[src/hw/three_wire_serial_io_pkg.sv]
// Constants, register map and helpers for the three-wire serial interface
//
// How it works
// - While disabled no shifting occurs; the shift register is a plain byte register.
// - While disabled the serial in and out pins are port pins; so is the clock pin unless bit 4 is set.
// - Enable bit 7 clear stops shifting, clears bit counter, gives pins port function.
// - Mode bit 6 picks first bit: 0 sends MSB first, 1 sends LSB first.
// - Mode bit 5 is stored and read back but selects nothing; only basic mode is built.
// - Bit 4 set holds the clock pin high while disabled; enabled with an internal clock select drives clock while port latch bit 2 is clear.
// - Clock select 00 is the external pin clock; 01/10/11 divide by 16/32/64.
// - Each direction bit: 0 drives the pin, 1 releases it; reset loads all ones.
// - Basic mode moves whole bytes, one bit per serial clock period.
// - Shift on each falling clock edge; outgoing bit is held in an output latch.
// - Sample the serial input into the shift register on each rising clock edge.
// - After the eighth bit the transfer stops and the done flag is raised.
// - A shift register write while no transfer runs clears the output latch; serial out goes low only if enabled and port latch bit 1 is clear.
// - With mode bit 6 set, bit order is mirrored between bus and shift register on reads and writes.
// - A shift register write starts a transfer if enabled and no transfer runs.
// - Reset clears the mode register to all zeros.
// - Setting the enable bit after a data write does not start a transfer.
package three_wire_serial_io_pkg;

  localparam logic [15:0] ADDR_PORT_TWO_LATCH       = 16'hFF02;
  localparam logic [15:0] ADDR_SERIAL_SHIFT         = 16'hFF1A;
  localparam logic [15:0] ADDR_PORT_TWO_DIRECTION   = 16'hFF22;
  localparam logic [15:0] ADDR_SERIAL_MODE_CONTROL  = 16'hFF68;

  localparam logic [7:0] RESET_PORT_TWO_DIRECTION   = 8'hFF;
  localparam logic [7:0] RESET_SERIAL_MODE_CONTROL  = 8'h00;
  localparam logic [7:0] RESET_PORT_TWO_LATCH       = 8'h00;
  localparam logic [7:0] RESET_SERIAL_SHIFT         = 8'h00;
  localparam logic [7:0] MODE_WRITE_MASK            = 8'hF3;

  localparam int BIT_SERIAL_ENABLE      = 7;
  localparam int BIT_FIRST_BIT_SELECT   = 6;
  localparam int BIT_AUTO_TRANSFER      = 5;
  localparam int BIT_CLOCK_IDLE_CONTROL = 4;
  localparam int BIT_CLOCK_SELECT_HIGH  = 1;
  localparam int BIT_CLOCK_SELECT_LOW   = 0;

  localparam int PIN_SERIAL_IN    = 0;
  localparam int PIN_SERIAL_OUT   = 1;
  localparam int PIN_SERIAL_CLOCK = 2;

  localparam logic [1:0] CLOCK_EXTERNAL = 2'h0;
  localparam logic [1:0] CLOCK_DIV16    = 2'h1;
  localparam logic [1:0] CLOCK_DIV32    = 2'h2;

  localparam logic [6:0] DIVIDE_16 = 7'h10;
  localparam logic [6:0] DIVIDE_32 = 7'h20;
  localparam logic [6:0] DIVIDE_64 = 7'h40;

  localparam logic [3:0] BITS_PER_BYTE = 4'h8;

  function automatic logic [7:0] mirror_if(input logic [7:0] value, input logic reverse);
    logic [7:0] result;
    result = value;
    if (reverse) begin
      for (int i = 0; i < 8; i++) begin
        result[i] = value[7 - i];
      end
    end
    return result;
  endfunction

  function automatic logic [5:0] half_period(input logic [1:0] sel);
    logic [6:0] full;
    full = DIVIDE_64;
    if (sel == CLOCK_DIV16) begin
      full = DIVIDE_16;
    end else if (sel == CLOCK_DIV32) begin
      full = DIVIDE_32;
    end
    return full[6:1];
  endfunction

endpackage

[src/hw/serial_clock_if.sv]
// Serial clock edges and control between the core and the clock generator
`timescale 1ns/1ps
`default_nettype none
interface serial_clock_if;
  logic [1:0] sel;
  logic       run;
  logic       ext_level;
  logic       fall;
  logic       rise;
  logic       sck;

  modport gen (input sel, input run, input ext_level, output fall, output rise, output sck);
  modport user (output sel, output run, output ext_level, input fall, input rise, input sck);
endinterface
`default_nettype wire

[src/hw/serial_clock_gen.sv]
// Serial clock generator: divided system clock or external pin edges
`timescale 1ns/1ps
`default_nettype none
module serial_clock_gen
  import three_wire_serial_io_pkg::*;
(
  input wire logic     i_ref_clk,  // System clock
  input wire logic     i_srst,     // Synchronous reset
  serial_clock_if.gen  sc          // Edge and control bundle
);
  logic [5:0] cnt;
  logic [5:0] next_cnt;
  logic       sck;
  logic       next_sck;
  logic       prev_ext;
  logic       next_prev_ext;
  logic       fall;
  logic       next_fall;
  logic       rise;
  logic       next_rise;

  always_comb begin
    next_cnt      = cnt;
    next_sck      = sck;
    next_prev_ext = sc.ext_level;
    next_fall     = 1'b0;
    next_rise     = 1'b0;
    if (sc.sel == CLOCK_EXTERNAL) begin
      next_cnt = 6'h00;
      next_sck = 1'b1;
      if (sc.run) begin
        next_fall = prev_ext & ~sc.ext_level;
        next_rise = ~prev_ext & sc.ext_level;
      end
    end else if (!sc.run) begin
      next_cnt = 6'h00;
      next_sck = 1'b1;
    end else if (cnt == 6'h00) begin
      next_sck  = ~sck;
      next_fall = sck;
      next_rise = ~sck;
      next_cnt  = half_period(sc.sel) - 6'h01;
    end else begin
      next_cnt = cnt - 6'h01;
    end
  end

  always_ff @(posedge i_ref_clk) begin
    if (i_srst) begin
      cnt      <= 6'h00;
      sck      <= 1'b1;
      prev_ext <= 1'b1;
      fall     <= 1'b0;
      rise     <= 1'b0;
    end else begin
      cnt      <= next_cnt;
      sck      <= next_sck;
      prev_ext <= next_prev_ext;
      fall     <= next_fall;
      rise     <= next_rise;
    end
  end

  assign sc.fall = fall;
  assign sc.rise = rise;
  assign sc.sck  = sck;
endmodule
`default_nettype wire

[src/hw/three_wire_serial_io.sv]
// Three-wire serial interface core with mode, direction and latch registers
`timescale 1ns/1ps
`default_nettype none
module three_wire_serial_io
  import three_wire_serial_io_pkg::*;
(
  input  wire logic        i_ref_clk,    // System clock, 100 MHz
  input  wire logic        i_srst,       // Synchronous reset, active high
  input  wire logic [15:0] i_addr,       // Register address
  input  wire logic        i_wr,         // Register write strobe
  input  wire logic        i_rd,         // Register read strobe
  input  wire logic [7:0]  i_wdata,      // Write data
  output logic      [7:0]  o_rdata,      // Read data, one cycle after i_rd
  input  wire logic [7:0]  i_port_in,    // Port two pin levels
  output logic      [7:0]  o_port_out,   // Port two pin drive values
  output logic      [7:0]  o_port_oe,    // Port two output enables
  output logic             o_done_pulse  // Transfer done flag set pulse
);
  logic [7:0] mode;
  logic [7:0] next_mode;
  logic [7:0] direction;
  logic [7:0] next_direction;
  logic [7:0] latch;
  logic [7:0] next_latch;
  logic [7:0] shreg;
  logic [7:0] next_shreg;
  logic       so_bit;
  logic       next_so_bit;
  logic [3:0] bit_cnt;
  logic [3:0] next_bit_cnt;
  logic       busy;
  logic       next_busy;
  logic       done;
  logic       next_done;
  logic [7:0] rdata;
  logic [7:0] next_rdata;
  logic [7:0] port_out;
  logic [7:0] next_port_out;
  logic [7:0] port_oe;
  logic [7:0] next_port_oe;

  logic       enabled;
  logic       reverse;
  logic       internal_clk;
  logic       wr_mode;
  logic       wr_direction;
  logic       wr_latch;
  logic       wr_shift;

  serial_clock_if sc ();

  serial_clock_gen u_clock_gen (
    .i_ref_clk (i_ref_clk),
    .i_srst    (i_srst),
    .sc        (sc)
  );

  assign enabled      = mode[BIT_SERIAL_ENABLE];
  assign reverse      = mode[BIT_FIRST_BIT_SELECT];
  assign sc.sel       = {mode[BIT_CLOCK_SELECT_HIGH], mode[BIT_CLOCK_SELECT_LOW]};
  assign internal_clk = (sc.sel != CLOCK_EXTERNAL);
  assign sc.run       = busy & enabled;
  assign sc.ext_level = i_port_in[PIN_SERIAL_CLOCK];

  assign wr_mode      = i_wr && (i_addr == ADDR_SERIAL_MODE_CONTROL);
  assign wr_direction = i_wr && (i_addr == ADDR_PORT_TWO_DIRECTION);
  assign wr_latch     = i_wr && (i_addr == ADDR_PORT_TWO_LATCH);
  assign wr_shift     = i_wr && (i_addr == ADDR_SERIAL_SHIFT);

  // Registers and transfer engine
  always_comb begin
    next_mode      = mode;
    next_direction = direction;
    next_latch     = latch;
    next_shreg     = shreg;
    next_so_bit    = so_bit;
    next_bit_cnt   = bit_cnt;
    next_busy      = busy;
    next_done      = 1'b0;
    next_rdata     = rdata;

    if (wr_mode) begin
      next_mode = i_wdata & MODE_WRITE_MASK;
    end
    if (wr_direction) begin
      next_direction = i_wdata;
    end
    if (wr_latch) begin
      next_latch = i_wdata;
    end

    if (!enabled) begin
      next_busy    = 1'b0;
      next_bit_cnt = 4'h0;
    end else if (busy) begin
      if (sc.fall) begin
        next_so_bit = shreg[7];
        next_shreg  = {shreg[6:0], shreg[0]};
      end
      if (sc.rise) begin
        next_shreg[0] = i_port_in[PIN_SERIAL_IN];
        next_bit_cnt  = bit_cnt + 4'h1;
        if (bit_cnt == BITS_PER_BYTE - 4'h1) begin
          next_busy    = 1'b0;
          next_done    = 1'b1;
          next_bit_cnt = 4'h0;
        end
      end
    end

    // Shift register writes during a running transfer are ignored
    if (wr_shift && !busy) begin
      next_shreg   = mirror_if(i_wdata, reverse);
      next_so_bit  = 1'b0;
      next_bit_cnt = 4'h0;
      next_busy    = enabled;
    end

    if (i_rd) begin
      unique case (i_addr)
        ADDR_SERIAL_MODE_CONTROL: next_rdata = mode;
        ADDR_PORT_TWO_DIRECTION:  next_rdata = direction;
        ADDR_PORT_TWO_LATCH:      next_rdata = latch;
        ADDR_SERIAL_SHIFT:        next_rdata = mirror_if(shreg, reverse);
        default:                  next_rdata = 8'h00;
      endcase
    end
  end

  always_ff @(posedge i_ref_clk) begin
    if (i_srst) begin
      mode      <= RESET_SERIAL_MODE_CONTROL;
      direction <= RESET_PORT_TWO_DIRECTION;
      latch     <= RESET_PORT_TWO_LATCH;
      shreg     <= RESET_SERIAL_SHIFT;
      so_bit    <= 1'b0;
      bit_cnt   <= 4'h0;
      busy      <= 1'b0;
      done      <= 1'b0;
      rdata     <= 8'h00;
    end else begin
      mode      <= next_mode;
      direction <= next_direction;
      latch     <= next_latch;
      shreg     <= next_shreg;
      so_bit    <= next_so_bit;
      bit_cnt   <= next_bit_cnt;
      busy      <= next_busy;
      done      <= next_done;
      rdata     <= next_rdata;
    end
  end

  // Pin multiplexing
  always_comb begin
    next_port_oe  = ~direction;
    next_port_out = latch;
    if (enabled) begin
      next_port_out[PIN_SERIAL_OUT] = so_bit | latch[PIN_SERIAL_OUT];
      if (internal_clk) begin
        next_port_out[PIN_SERIAL_CLOCK] = sc.sck | latch[PIN_SERIAL_CLOCK];
      end
    end else if (mode[BIT_CLOCK_IDLE_CONTROL]) begin
      next_port_oe[PIN_SERIAL_CLOCK]  = 1'b1;
      next_port_out[PIN_SERIAL_CLOCK] = 1'b1;
    end
  end

  always_ff @(posedge i_ref_clk) begin
    if (i_srst) begin
      port_oe  <= 8'h00;
      port_out <= 8'h00;
    end else begin
      port_oe  <= next_port_oe;
      port_out <= next_port_out;
    end
  end

  assign o_rdata      = rdata;
  assign o_port_out   = port_out;
  assign o_port_oe    = port_oe;
  assign o_done_pulse = done;
endmodule
`default_nettype wire

[config.mk]
export PLATFORM = sky130hd
export DESIGN_NAME = three_wire_serial_io
export DESIGN_NICKNAME = d
export VERILOG_FILES = /design/src/hw/three_wire_serial_io_pkg.sv /design/src/hw/serial_clock_if.sv /design/src/hw/serial_clock_gen.sv /design/src/hw/three_wire_serial_io.sv
export SDC_FILE = /design/constraint.sdc
export NUM_CORES = 1
export LEC_CHECK = 0
export BUFFER_PORTS_ARGS = -buffer_cell sky130_fd_sc_hd__buf_2
export CORE_UTILIZATION = 49
export DETAILED_ROUTE_END_ITERATION = 7
export PLACE_DENSITY = 0.75
export SYNTH_ARGS = -nofsm -noshare
export SYNTH_HDL_FRONTEND = slang
export SYNTH_SLANG_ARGS = --single-unit
[constraint.sdc]
create_clock -name i_ref_clk -period 2 [get_ports i_ref_clk]
set_clock_uncertainty 0.1 [all_clocks]
set_input_delay 0.1 -clock i_ref_clk [delete_from_list [all_inputs] [get_ports i_ref_clk]]
set_output_delay 0.1 -clock i_ref_clk [all_outputs]
set_load 0.05 [all_outputs]
==> results of run 1 <==
==> registers in the layout, summed over array words and instances, names as in the netlist <==
register and count:
mode 6, u_clock_gen.sc.rise 1, u_clock_gen.sc.sck 1, bit_cnt 4, u_clock_gen.prev_ext 1, o_port_oe 8, u_clock_gen.sc.fall 1, o_rdata 8
o_port_out 8, shreg 8, u_clock_gen.cnt 6, busy 1, direction 8, latch 8, so_bit 1, o_done_pulse 1
==> stage by stage <==
| step | total power, mW | instances | cell area (sq um) | setup slack, ns |
|---|---|---|---|---|
| 6_report | 2.50 | 480 | 3790 | 0.162 |
| 5_1_grt | 2.60 | 480 | 3790 | 0.000921 |
| 4_1_cts | 2.52 | 480 | 3790 | 0.170 |
| 3_5_place_dp | 1.55 | 456 | 3540 | 0.0394 |
| 3_3_place_gp | 1.55 | 456 | 3540 | 0.0582 |
| 2_1_floorplan | 1.50 | 335 | 3180 | 0.130 |
==> cells in the mapped netlist (3+ instances only) <==
cell type  count  area (sq um)
buf_4          3          22.5
o32ai_1        3          26.3
nand2b_1       4          25.0
a22o_1         3          26.3
ha_1           5          62.6
or4_1          4          30.0
or3_1          3          18.8
mux2_2         8          90.1
nor2b_1        8          50.1
a21oi_1       30           150
o2bb2ai_1      5          43.8
dfxtp_1       71          1420
a21oi_2        3          26.3
nor3_1         4          20.0
inv_1         10          37.5
nand3_1       10          50.1
mux2i_1       17           170
nor4_4         3          63.8
clkbuf_1      10          37.5
o21ai_2        3          26.3
nor2_1        32           120
a221oi_1       4          35.0
a22oi_1        7          52.6
nand2_1       36           135
nand3b_1      12          90.1
==> where the power goes <==
part | leakage, nW | switching [mW] | internal (mW) | total, mW
combinational | 0.886 | 0.0630 | 0.0539 | 0.117
clock | 0.0850 | 0.500 | 0.470 | 0.970
sequential | 0.572 | 0.000516 | 1.41 | 1.41
total | 1.54 | 0.564 | 1.94 | 2.50
==> cells by family after synthesis <==
family | Yosys count | synth area share (%)
multiplexers | 25 | 8.18
buffers and inverters | 28 | 4.21
adder cells (fa/ha/maj) | 5 | 1.97
XOR/XNOR | 4 | 1.10
AND/OR/NAND/NOR | 134 | 24.7
AO/OA/AOI/OAI | 68 | 15.2
flip-flops | 71 | 44.7
==> final cells by class <==
cell class | count | share of cell area, %
multi-input cells | 236 | 42.9
flip-flops and latches | 71 | 37.5
repair buffers | 73 | 11.8
clock buffers | 11 | 3.73
well taps | 75 | 2.48
inverters | 10 | 0.990
clock inverters | 4 | 0.594
==> worst paths after layout <==
| path | start | endpoint | cells after the start |
|---|---|---|---|
| setup reg to reg | u_clock_gen.cnt[1] | u_clock_gen.sc.rise | 4 |
| hold / removal | i_wr | mode[5] | 3 |
| setup / recovery | u_clock_gen.cnt[1] | u_clock_gen.sc.rise | 4 |
| hold reg to reg | u_clock_gen.cnt[0] | u_clock_gen.cnt[0] | 1 |
==> metal layers <==
layer  vias up  wire length (um)
met5         -                 0
met4         0                93
met3         9               423
met2        70              3490
met1      1243              3260
li1       1325                 -
==> tightest hold or removal path, stage by stage <==
cell,delay (ns)
buf_2,0.17
nand3_1,0.10
a21oi_1,0.05
==> results.yml, run 1 <==
global_route:
  grt_use_met1_pct: 29.3
  grt_max_degree: 42
  grt_pass1_vias: 2517
  gr-max-usage-layer: "met2"
  antenna_found_initial: 0
  grt_remaining_overflow: 0
  grt_use_total_pct: 23.7
  grtUsageMet2_pct: 38.9
  grt_pass1_wl_um: 11600
  grt_use_met3_pct: 8.57
cells_and_area:
  final_cell_mix: "dfxtp_1, buf_2, nand2_1"
  final_common_cell: "dfxtp_1"
  register_area_sq_um: 1420
  multi_input_area_sq_um: 1630
  fillers: 561
  diodes: 0
  finalCoreUtilization_pct: 62.2
  drive_gt1_share_pct: 27.2
  area_growth_pct: 19.2
  layout.nets: 442
worst_setup_path:
  rrSetupSlack_ns: 0.16
  crit_buf_inv: 0
  cp-start-kind: "flop"
  criticalPathCategory: "flop to flop"
  crit_path_max_incr_delay_ns: 0.42
  worstPathRequired_ns: 2.18
  crit_chain: "or3_1, or3_1, or4_1, a21oi_1"
  crit_top_cell: "or3_1"
  crit_arrival_ns: 2.02
  endpoint_kind: "flop"
  crit_path_max_fanout: 5
  critPathSlowestCell: "or4_1"
  critPathTopFamily: "simple AND/OR/NAND/NOR gates"
timing:
  hold_violations: 0
  rsz0062_at_grt: "false"
  setup-tns-final_ns: 0
  finalMaxSlewViolations: 0
  fin_crit_sh_pct: 91.9
  max_freq_mhz: 544
  slew_headroom_pct: 64.9
  holdWs_ns: 0.0148
  worst_slew_pin_slew_ns: 0.526
  period_needed_ns: 1.84
  setup_viol: 0
min_path:
  hold_path_class: "input port to flop"
clock_network:
  cts_tree: "built"
  htree_levels: 3
  clockBufferDepth: 2
  cts-root-buf: "clkbuf_8"
  path_clk_slew_ns: 0.07
  post_cts_buffers: 0
  ctsHoldBuffers: 9
  ctsResizeCount: 0
  cts_buffers: 9
  clk_latency_ns: 0.35
  cts_sinks: 71
placed_design:
  dpl.hpwl_um: 5340
  port_buffers: 54
  gp_congestion: 0.832
floorplanning:
  initial_utilization_pct: 52.2
  die-area_sq_um: 6820
  io_pins: 61
  die_h_um: 82.6
  core_area_sq_um: 6100
  row_count: 28
  fp.dieW_um: 82.6
drt:
  wire_per_inst_um: 15.1
  drtIter0Drc: 130
  drc: 0
  drtPass1Iterations: 4
  totalWireLength_um: 7270
  vias_per_cell: 5.51
  vias: 2647
  antenna_left: 0
logic_synthesis:
  avgSynthCellArea_sq_um: 9.50
  synth_cell_types: 54
  synth_cells: 335
  ys_seq_elements: 71
  yosysWarnings: 0
  synth_area_sq_um: 3180
  syn-num-nets: 376
  synth_flop_cell: "dfxtp_1"
  yosysSeqAreaShare_pct: 44.7
  async_flop_share_pct: 0
  synth_edf_count: 0
run_status:
  status: "completed"
pwr:
  ir_drop_uv: 515
  leakagePower_nw: 1.54
  power.density_nw_per_um2: 660
flow_run:
  max_cap_violations: 0
No activity file was read; power rests on OpenSTA's default activity.
==> run 2: changes to the inputs <==
- ABC_AREA: unset -> 1
- CORE_UTILIZATION: 49 -> 50
- PLACE_DENSITY: 0.75 -> 0.76
==> run 2 against run 1 <==
Net effect:
- first-iteration DRC count grew 78%
- power is 2.6% higher
- cell area rose by 3.4%
- area after synthesis increased by 4.4%
- clock power up 5%
- die area rose by 2.2%
- combinational power increased by 15%
- critical endpoint is now u_clock_gen.sc.fall
==> results.yml, run 2 <==
cells_and_area:
  finalCoreUtilization_pct: 61.4
  final_common_cell: "nand2_1"
  fillers: 606
  drive_gt1_share_pct: 19.7
  final_cell_mix: "nand2_1, dfxtp_1, nor2_1"
  layout.nets: 566
  design_area_sq_um: 3920
  area_growth_pct: 18.0
  diodes: 0
worst_setup_path:
  rrSetupSlack_ns: 0.40
  crit_path_max_fanout: 6
  r2r-start: "mode[7]"
  crit_path_max_incr_delay_ns: 0.46
  endpoint_kind: "flop"
  crit_arrival_ns: 1.77
  critPathSlowestCell: "dfxtp_1"
  r2r_cells: 6
  r2r-end: "u_clock_gen.sc.fall"
  criticalPathCategory: "flop to flop"
  worstPathRequired_ns: 2.18
  critPathTopFamily: "simple AND/OR/NAND/NOR gates"
  crit_chain: "nand2_1, nor2_1, inv_1, nor2_1, inv_1, a21oi_1"
  crit_buf_inv: 2
  cp-start-kind: "flop"
clock_network:
  path_clk_slew_ns: 0.08
  cts_buffers: 9
  clockBufferDepth: 2
  cts_sinks: 71
  cts_tree: "built"
  htree_levels: 3
  clk_latency_ns: 0.36
  ctsResizeCount: 0
  post_cts_buffers: 0
  cts-root-buf: "clkbuf_8"
logic_synthesis:
  avgSynthCellArea_sq_um: 7.22
  yosysSeqAreaShare_pct: 42.8
  synth.largest_area_cell: "dfxtp_1"
  syn-num-nets: 501
  async_flop_share_pct: 0
  synth_cells: 460
  synth_cell_types: 36
  synth_area_sq_um: 3320
  synth_most_common_cell: "nand2_1"
  yosysWarnings: 0
  synth_flop_cell: "dfxtp_1"
  synth.area.top_cells: "dfxtp_1, nand2_1, nor2_1"
  synth_top_area_share_pct: 42.8
  ys_seq_elements: 71
  ys_top_cells_by_count: "nand2_1, dfxtp_1, nor2_1"
  synth_edf_count: 0
pwr:
  leakagePower_nw: 1.76
  power.density_nw_per_um2: 655
  p_switching_mw: 0.625
  clkPwrFrac_pct: 39.6
  ir_drop_uv: 411
  cellInternalPower_mw: 1.94
  p_sw_share_pct: 24.4
  seqPwrFrac_pct: 55.1
  p_comb_share_pct: 5.3
drt:
  met2_length_um: 3690
  totalWireLength_um: 7730
  wire_per_inst_um: 12.8
  drc: 0
  antenna_left: 0
  drtPass1Iterations: 4
  drtIter0Drc: 231
  vias: 3096
  top_layer: "met4"
  wl_met1_um: 3390
  met3_wirelength_um: 374
  vias_per_cell: 5.11
timing:
  max_freq_mhz: 627
  period_needed_ns: 1.60
  setup_viol: 0
  hold_violations: 0
  worst_slew_pin_slew_ns: 0.363
  finalMaxSlewViolations: 0
  fin_crit_sh_pct: 79.8
  slew_headroom_pct: 75.6
  rsz0062_at_grt: "false"
  holdWs_ns: 0.0125
  setup-tns-final_ns: 0
min_path:
  hold_depth: 3
  min_to: "direction[1]"
  hold_path_class: "input port to flop"
  hp-start: "i_wdata[1]"
global_route:
  grt_remaining_overflow: 0
  grt_use_total_pct: 23.3
  grt_max_degree: 25
  grt_pass1_vias: 2889
  grt_pass1_wl_um: 12700
  antenna_found_initial: 0
floorplanning:
  core_area_sq_um: 6390
  io_pins: 61
  row_count: 29
  die-area_sq_um: 6970
  fp.dieW_um: 83.5
  die_h_um: 83.5
  initial_utilization_pct: 52.0
placed_design:
  port_buffers: 54
  gp_congestion: 0.892
  placed_cell_area_sq_um: 3650
  dpl.hpwl_um: 5710
run_status:
  status: "completed"
flow_run:
  max_cap_violations: 0
-- run 2: changes by cell type after synthesis, moves of 7 or more --
cell,previous run,this run
a22oi_1,7,0
inv_1,10,57
nand3_1,10,42
nand3b_1,12,0
mux2i_1,17,2
nand2_1,36,87
nor2_1,32,63
mux2_2,8,0
nor2b_1,8,0
o21ai_1,0,10
o21ai_0,1,30
-- run 2: area by class of cell --
cell class | instances | area, sq um | area share, %
clock buffer | 10 | 138 | 3.51
clock inverter | 5 | 33.8 | 0.862
inverter | 61 | 229 | 5.84
multi-input combinational | 312 | 1570 | 40.1
sequential | 71 | 1420 | 36.3
tap | 77 | 96.3 | 2.46
timing repair buffer | 70 | 428 | 10.9
-- run 2: worst max path at each step --
stage,cells past startpoint,startpoint,endpoint,slack (ns)
after floorplan,8,u_clock_gen.cnt[1],u_clock_gen.cnt[5],0.67
after global placement,12,i_addr[14],shreg[7],0.45
after detailed placement,6,mode[7],u_clock_gen.sc.fall,0.43
after CTS,6,mode[7],u_clock_gen.sc.fall,0.40
after global routing,6,mode[7],u_clock_gen.sc.fall,0.16
final,6,mode[7],u_clock_gen.sc.fall,0.40
-- run 2: worst reg2reg max path, cell delays in order (launching register included) --
cell,delay [ns]
dfxtp_1,0.46
nand2_1,0.08
nor2_1,0.20
inv_1,0.08
nor2_1,0.28
inv_1,0.14
a21oi_1,0.17
-- run 2: power by group through the flow --
stage               Clock (mW)  Sequential [mW]  Combinational (mW)
floorplan                    0             1.45              0.0593
global placement             0             1.45               0.117
detailed placement           0             1.45               0.119
CTS                       1.04             1.41               0.134
global route              1.10             1.41               0.150
finish                    1.02             1.41               0.135
-- run 2: cells by family after synthesis --
logic type | synth area share (%)
AOI/OAI and AO/OA | 14.7
xor gates and xnor gates | 0.528
adders and majority gates | 1.88
buffers and inverters | 9.83
DFF | 42.8
muxes | 0.603
and+or+nand+nor | 29.7
-- run 2: timing repair --
| action | in CTS | in global routing |
|---|---|---|
| endpoints found under the setup margin | 0 | 0 |
| hold buffers | 10 | 0 |
| hold endpoints to repair | 25 | 0 |
-- run 2: layer usage --
metal | global-route usage (%) | up-vias
li1 | - | 1600
met1 | 27.7 | 1376
met2 | 39.6 | 98
met3 | 3.76 | 22
met4 | 13.9 | 0
met5 | 0 | -
-- run 2: per-stage QoR --
| stage | std cells | setup WS [ns] | power [mW] |
|---|---|---|---|
| 2_1_floorplan | 460 | 0.673 | 1.51 |
| 3_5_place_dp | 581 | 0.428 | 1.57 |
| 3_3_place_gp | 581 | 0.454 | 1.56 |
| 5_1_grt | 606 | 0.165 | 2.67 |
| 6_report | 606 | 0.405 | 2.57 |
| 4_1_cts | 606 | 0.400 | 2.59 |
